$ cat config.mk
export PLATFORM = sky130hd
export DESIGN_NAME = notch_coeff_and_limiter_regs
export DESIGN_NICKNAME = d
export VERILOG_FILES = /design/src/common/notch_regs_pkg.sv /design/src/verilog/limiter_decode.sv /design/src/verilog/notch_coeff_and_limiter_regs.sv /design/src/verilog/notch_stage_reg.sv
export SDC_FILE = /design/constraint.sdc
export NUM_CORES = 1
export LEC_CHECK = 0
export BUFFER_PORTS_ARGS = -buffer_cell sky130_fd_sc_hd__buf_2
export CORE_MARGIN = 8
export CORE_UTILIZATION = 45
export CTS_CLUSTER_SIZE = 10
export DETAILED_ROUTE_END_ITERATION = 8
export PLACE_DENSITY = 0.8
export SYNTH_ARGS = -nofsm -noshare
export SYNTH_HDL_FRONTEND = slang
export SYNTH_SLANG_ARGS = --single-unit
export TNS_END_PERCENT = 20
$ cat constraint.sdc
create_clock -name clk_sys -period 2.4 [get_ports clk_sys]
set_input_delay 0.12 -clock clk_sys [delete_from_list [all_inputs] [get_ports clk_sys]]
set_output_delay 0.12 -clock clk_sys [all_outputs]
set_load 0.005 [all_outputs]
$ cat src/common/notch_regs_pkg.sv
// Package of offsets, field layouts, reset values and limits for the notch and limiter registers
// Functional notes
// - Threshold code picks limit, 101-111 give -6dB
// - Boost code adds 1dB per step, max 12dB
// - Limiter off: boost applied as fixed gain
// - Update bits are write-only, act on write
// - Update-one write commits all four pending values
// - Update-zero write only stores a pending value
// - Enable bit: zero off, one on
// - Coefficient zero: high half reg one, low reg two
// - Coefficient one: high half reg three, low reg four
package notch_regs_pkg;
  // Register indices; byte address is four times the index
  localparam logic [5:0] LIMITER2_IDX   = 6'h19;
  localparam logic [5:0] NOTCH1_IDX     = 6'h1b;
  localparam logic [5:0] NOTCH2_IDX     = 6'h1c;
  localparam logic [5:0] NOTCH3_IDX     = 6'h1d;
  localparam logic [5:0] NOTCH4_IDX     = 6'h1e;
  localparam int         NOTCH_REGS     = 4;
  // Field layout
  localparam int         UPDATE_BIT     = 8;
  localparam int         ENABLE_BIT     = 7;
  localparam int         HALF_W         = 7;
  localparam int         COEF_W         = 14;
  localparam int         THR_LSB        = 4;
  localparam int         THR_W          = 3;
  localparam int         BST_W          = 4;
  localparam int         REG_W          = 9;
  // Reset values
  localparam logic [8:0] LIMITER2_RESET = 9'h000;
  localparam logic [7:0] NOTCH_RESET    = 8'h00;
  // Decode limits
  localparam logic [2:0] THR_FLOOR_CODE = 3'h5;
  localparam logic [2:0] THR_FLOOR_DB   = 3'h6;
  localparam logic [3:0] BST_MAX_CODE   = 4'hc;
endpackage

$ cat src/verilog/limiter_decode.sv
// Decode of the limiter threshold and boost fields into dB figures
`timescale 1ns/1ps
module limiter_decode (
  input  wire logic       clk_sys,            // System clock
  input  wire logic       reset_n,            // Synchronous reset, active low
  input  wire logic [2:0] threshold_code,     // Threshold field
  input  wire logic [3:0] boost_code,         // Boost field
  input  wire logic       limiter_enable,     // Limiter mode from the first limiter register
  output logic      [2:0] threshold_atten_db, // dB below full scale
  output logic      [3:0] max_boost_db,       // Limiter boost ceiling in dB
  output logic      [3:0] fixed_boost_db      // Fixed gain stage when limiter off
);
  // Codes at and above the floor all map to the deepest threshold
  wire [2:0] next_thr = (threshold_code >= notch_regs_pkg::THR_FLOOR_CODE) ?
                        notch_regs_pkg::THR_FLOOR_DB : 3'(threshold_code + 3'h1);
  // Reserved boost codes are clamped so a bad write cannot exceed the ceiling
  wire [3:0] next_bst = (boost_code > notch_regs_pkg::BST_MAX_CODE) ?
                        notch_regs_pkg::BST_MAX_CODE : boost_code;

  always_ff @(posedge clk_sys) begin
    if (!reset_n) begin
      threshold_atten_db <= 3'h1;
      max_boost_db       <= 4'h0;
      fixed_boost_db     <= 4'h0;
    end else begin
      threshold_atten_db <= next_thr;
      max_boost_db       <= limiter_enable ? next_bst : 4'h0;
      fixed_boost_db     <= limiter_enable ? 4'h0 : next_bst;
    end
  end
endmodule

$ cat src/verilog/notch_coeff_and_limiter_regs.sv
// Notch coefficient and limiter register group behind an Avalon-MM slave
`timescale 1ns/1ps
module notch_coeff_and_limiter_regs (
  input  wire logic        clk_sys,               // System clock, 200 MHz
  input  wire logic        reset_n,               // Synchronous reset, active low
  input  wire logic [7:0]  address,               // Avalon byte address
  input  wire logic        read,                  // Avalon read request
  input  wire logic        write,                 // Avalon write request
  input  wire logic [31:0] writedata,             // Avalon write data
  output logic      [31:0] readdata,              // Avalon read data
  output logic             waitrequest,           // Avalon wait, low when answered
  input  wire logic        sample_tick,           // One-cycle pulse between audio samples
  input  wire logic        limiter_enable,        // Limiter mode bit held elsewhere
  output logic             notch_filter_on,       // Active notch enable
  output logic      [13:0] notch_coefficient_zero, // Active first coefficient
  output logic      [13:0] notch_coefficient_one,  // Active second coefficient
  output logic      [2:0]  threshold_atten_db,    // Limiter threshold, dB below full scale
  output logic      [3:0]  max_boost_db,          // Limiter boost ceiling in dB
  output logic      [3:0]  fixed_boost_db         // Fixed boost stage in dB
);
  localparam int NR = notch_regs_pkg::NOTCH_REGS;
  localparam int HW = notch_regs_pkg::HALF_W;

  logic       ack;
  logic [8:0] limiter_reg;
  logic       commit_wait;
  logic [7:0] pend  [NR];
  logic [7:0] act   [NR];

  // Address decode
  wire       req        = read | write;
  wire [5:0] idx        = address[7:2];
  wire       aligned    = (address[1:0] == 2'h0);
  wire       sel_lim    = aligned && (idx == notch_regs_pkg::LIMITER2_IDX);
  wire       sel_n1     = aligned && (idx == notch_regs_pkg::NOTCH1_IDX);
  wire       sel_n2     = aligned && (idx == notch_regs_pkg::NOTCH2_IDX);
  wire       sel_n3     = aligned && (idx == notch_regs_pkg::NOTCH3_IDX);
  wire       sel_n4     = aligned && (idx == notch_regs_pkg::NOTCH4_IDX);
  wire [3:0] sel_notch  = {sel_n4, sel_n3, sel_n2, sel_n1};
  wire       bus_wr     = write && ack;
  wire       notch_wr   = bus_wr && (sel_notch != 4'h0);
  wire       update_wr  = notch_wr && writedata[notch_regs_pkg::UPDATE_BIT];
  wire       apply      = sample_tick && commit_wait;

  // Every access waits exactly one cycle; this leaves a cycle to register readdata
  assign waitrequest = req && !ack;

  always_ff @(posedge clk_sys) begin
    if (!reset_n) begin
      ack <= 1'b0;
    end else begin
      ack <= req && !ack;
    end
  end

  // Notch registers hold only their data bits; the update bit is never stored
  genvar g;
  generate
    for (g = 0; g < NR; g++) begin : g_notch
      notch_stage_reg #(.W(8)) u_stage (
        .clk_sys (clk_sys),
        .reset_n (reset_n),
        .wr_en   (bus_wr && sel_notch[g]),
        .wr_data ((g == 0) ? writedata[7:0] : {1'b0, writedata[HW-1:0]}),
        .commit  (update_wr),
        .apply   (apply),
        .pending (pend[g]),
        .active  (act[g])
      );
    end
  endgenerate

  // A commit is handed to the filter at the next sample boundary, all four at once
  always_ff @(posedge clk_sys) begin
    if (!reset_n) begin
      commit_wait <= 1'b0;
    end else if (update_wr) begin
      commit_wait <= 1'b1;
    end else if (apply) begin
      commit_wait <= 1'b0;
    end
  end

  // Limiter register, plain read/write
  always_ff @(posedge clk_sys) begin
    if (!reset_n) begin
      limiter_reg <= notch_regs_pkg::LIMITER2_RESET;
    end else if (bus_wr && sel_lim) begin
      limiter_reg <= {2'b00, writedata[6:0]};  // Bits 8:7 are reserved and read zero
    end
  end

  // Active parameter outputs; halves joined high then low
  assign notch_filter_on        = act[0][notch_regs_pkg::ENABLE_BIT];
  assign notch_coefficient_zero = {act[0][HW-1:0], act[1][HW-1:0]};
  assign notch_coefficient_one  = {act[2][HW-1:0], act[3][HW-1:0]};

  limiter_decode u_limiter (
    .clk_sys            (clk_sys),
    .reset_n            (reset_n),
    .threshold_code     (limiter_reg[notch_regs_pkg::THR_LSB +: notch_regs_pkg::THR_W]),
    .boost_code         (limiter_reg[notch_regs_pkg::BST_W-1:0]),
    .limiter_enable     (limiter_enable),
    .threshold_atten_db (threshold_atten_db),
    .max_boost_db       (max_boost_db),
    .fixed_boost_db     (fixed_boost_db)
  );

  // Read mux; update bit reads zero, unmapped addresses read zero
  wire [8:0] rd_mux = sel_lim ? limiter_reg :
                      sel_n1  ? {1'b0, pend[0]} :
                      sel_n2  ? {1'b0, pend[1]} :
                      sel_n3  ? {1'b0, pend[2]} :
                      sel_n4  ? {1'b0, pend[3]} : 9'h000;

  // Loaded in the waiting cycle so it is stable at the answering edge
  always_ff @(posedge clk_sys) begin
    if (!reset_n) begin
      readdata <= 32'h0000_0000;
    end else if (read && !ack) begin
      readdata <= {23'h000000, rd_mux};
    end
  end
endmodule

$ cat src/verilog/notch_stage_reg.sv
// One notch register: pending, committed and active copies
`timescale 1ns/1ps
module notch_stage_reg #(
  parameter int W = 8
) (
  input  wire logic         clk_sys,  // System clock
  input  wire logic         reset_n,  // Synchronous reset, active low
  input  wire logic         wr_en,    // Bus write to this register
  input  wire logic [W-1:0] wr_data,  // Value written
  input  wire logic         commit,   // Some notch write carried update one
  input  wire logic         apply,    // Sample boundary with a commit waiting
  output logic      [W-1:0] pending,  // Last value written
  output logic      [W-1:0] active    // Value the filter uses
);
  logic [W-1:0] staged;
  wire  [W-1:0] next_pending = wr_en ? wr_data : pending;

  // Commit snapshots the pending value, including this cycle's write
  always_ff @(posedge clk_sys) begin
    if (!reset_n) begin
      pending <= W'(notch_regs_pkg::NOTCH_RESET);
      staged  <= W'(notch_regs_pkg::NOTCH_RESET);
      active  <= W'(notch_regs_pkg::NOTCH_RESET);
    end else begin
      pending <= next_pending;
      if (commit) begin
        staged <= next_pending;
      end
      if (apply) begin
        active <= staged;
      end
    end
  end
endmodule
==> results.tsv <==
stage	metric	value	unit
drt	Via Count	3846	
die	DIE AREA	0.0139	mm2
clocking	CTS Buffer Depth	2	
die	Die W	118	um
layout	Diodes inserted	0	
worst_hold_path	hold crit path type	input port to register	
clocking	post_cts resized	0	
timing	unrepaired setup endpoints after global routing	no	
worst_setup_path	Arrival @ worst endpoint	2440	ps
clocking	Root Buffer	clkbuf_8	
die	Core Box Area	0.0102	mm2
synthesis	Post-synth EDFFs	0	
die	die height	118	um
clocking	hold bufs inserted after CTS	13	
worst_setup_path	Worst Path Class, Setup	register to register	
synthesis	Cell variety after synth	46	
layout	biggest regs	g_notch.u_stage.active x29, g_notch.u_stage.pending x29, g_notch.u_stage.staged x29	
die	standard-cell row count	37	
synthesis	mean post-synth cell area	9.07	um2
global_route	vias in the first global route	3783	
drt	DR WL/cell	15.9	um
global_route	GRT overflow	0	
timing	fin. max-slew vios	0	
worst_setup_path	Crit path required time	2820	ps
timing	setup TNS	0	ps
clocking	CTS tree	yes	
global_route	antenna violations before repair	0	
die	Starting Density	45.8	%
worst_setup_path	Setup crit end kind	register	
drt	detail-routed via count per cell	5.18	
pwr	leak pwr	2.32	nW
synthesis	post-synthesis register bit count	115	
timing	fmax	494	MHz
clocking	setup bufs post-CTS	0	
layout	area added between synthesis and finish	23.1	%
pwr	pwr dens	778	mW/mm2
drt	DRC violations left	0	
synthesis	top_reg_cell synth	dfxtp_1	
pwr	VDD IR max	399	uV
clocking	worst skew pair latency	510	ps
synthesis	ys async rst share	0	%
timing	worst-margin pin slew	923	ps
timing	fin crit share	84.4	%
global_route	gr usage total	17.1	%
clocking	clk slew on worst S/H paths	60	ps
drt	drt total wl	11.8	mm
die	I/O Pins	119	
timing	clk_skew	5.94	ps
layout	layout cells sized above 1	21.0	%
clocking	CTS sink cnt	115	
drt	antenna-violating nets left	0	
clocking	H-Tree Level Count	4	
drt	Initial DRT Pass Iterations	4	
synthesis	mapped cell area	0.00468	mm2
layout	commonest non-fill, non-tap cell in the layout	dfxtp_1	
place	GP Congestion	0.910	
worst_setup_path	crit path launch type	register	
layout	Final #Nets	641	
synthesis	Synth Instances	516	
drt	1st-iter DRT viols	174	
timing	Worst slew margin	38.3	%
place	Port Buffer Count	71	
layout	Cell Count, Final, Fillers Out	742	
clocking	CTS Buf Count	17	
synthesis	sequential area share after synthesis	49.2	%
worst_setup_path	CP Max Fanout	8	
global_route	global-route wire length before repair	19.3	mm
place	placed cells	697	
timing	Final min period	2030	ps
timing	final setup fails	0	
synthesis	synth warn	0	
global_route	largest net degree at the start of global routing	99	
place	Post-DP HPWL	8.32	mm
layout	most frequent cells in the layout	dfxtp_1 (115), buf_2 (71), a21oi_1 (66)	
timing	final hold vios	0	
run	max-cap check violation count	0	
outcome	status	complete, no violations	
## metrics by stage
| step | utilization (%) | power (mW) | hold slack, ps | instance area (um2) | setup slack (ps) |
|---|---|---|---|---|---|
| 6_report | 56.3 | 4.48 | 121 | 5760 | 374 |
| 5_1_grt | 56.3 | 4.63 | 124 | 5760 | 224 |
| 4_1_cts | 56.3 | 4.51 | 101 | 5760 | 379 |
| 3_5_place_dp | 49.6 | 2.14 | 412 | 5070 | 403 |
| 3_3_place_gp | 49.6 | 2.14 | 401 | 5070 | 441 |
| 2_1_floorplan | - | 2.09 | 264 | 4770 | 611 |
## where the power goes
group / leakage (nW) / total (mW) / switching [mW] / internal [mW]
logic: 1.12 / 0.193 / 0.125 / 0.0677
registers: 0.927 / 1.93 / 0.00657 / 1.92
clock network: 0.271 / 2.36 / 0.845 / 1.52
## per-layer routing
layer  vias up  routed length, um  GRT usage, %
li1       1912                  -             -
met1      1805               5100          19.8
met2       115               5840          28.8
met3        14                672          4.80
met4         0                170          7.29
met5         -                  0             0
## logic make-up (layout without fill, tap and decap cells)
| group | Yosys count | in the layout | synth area share [%] |
|---|---|---|---|
| flops | 115 | 115 | 49.2 |
| mux | 38 | 38 | 8.13 |
| other cells | 1 | 24 | 0.0801 |
| buf+inv | 69 | 136 | 7.67 |
| fa+ha+maj | 2 | 2 | 0.535 |
| simple gates | 164 | 164 | 17.5 |
| compound gates | 127 | 127 | 16.9 |
## critical path: stages, from the launching register on
cell,delay (ps)
dfxtp_1,410
nand2_1,200
or4_1,810
mux2i_1,230
a211oi_1,270
## cell usage after synthesis (2+ instances only)
cell type,count,share of area (%)
and3_1,4,0.53
a211oi_1,22,3.5
nor3_1,10,1.1
nor4_1,3,0.40
nor4_4,2,0.91
ha_1,2,0.53
o31ai_1,2,0.32
clkbuf_1,26,2.1
buf_4,24,3.8
buf_2,8,0.86
nand3_1,3,0.32
nor2_1,42,3.4
o22ai_1,9,1.2
o2bb2ai_1,2,0.37
and4_1,6,1.1
nor2b_1,10,1.3
inv_1,7,0.56
o21ai_0,10,1.1
nand3b_1,2,0.32
nand2b_1,3,0.40
dfxtp_1,115,49
buf_1,3,0.24
nand2_1,65,5.2
a211oi_2,7,1.9
o21a_1,2,0.32
a21oi_1,67,7.2
and2_1,4,0.53
mux2i_1,38,8.1
## cell type report
cell class	instances	area [um2]
Fill cell	925	4470
Sequential cell	115	2300
Multi-Input combinational cell	355	2110
Timing Repair Buffer	96	588
Clock buffer	22	453
Tap cell	136	170
Clock inverter	10	108
Inverter	8	30.0
## worst paths after layout
check                                             startpoint                      endpoint  slack (ps)  cells after the start
worst max-delay path                                     ack  g_notch[0].u_stage.staged[4]         370                      4
worst min-delay path                              address[5]                   readdata[7]         120                      5
worst max register to register                           ack  g_notch[0].u_stage.staged[4]         370                      4
worst min register to register  g_notch[0].u_stage.staged[2]  g_notch[0].u_stage.active[2]         450                      2
Note: power is estimated with default switching activity, not from simulation.
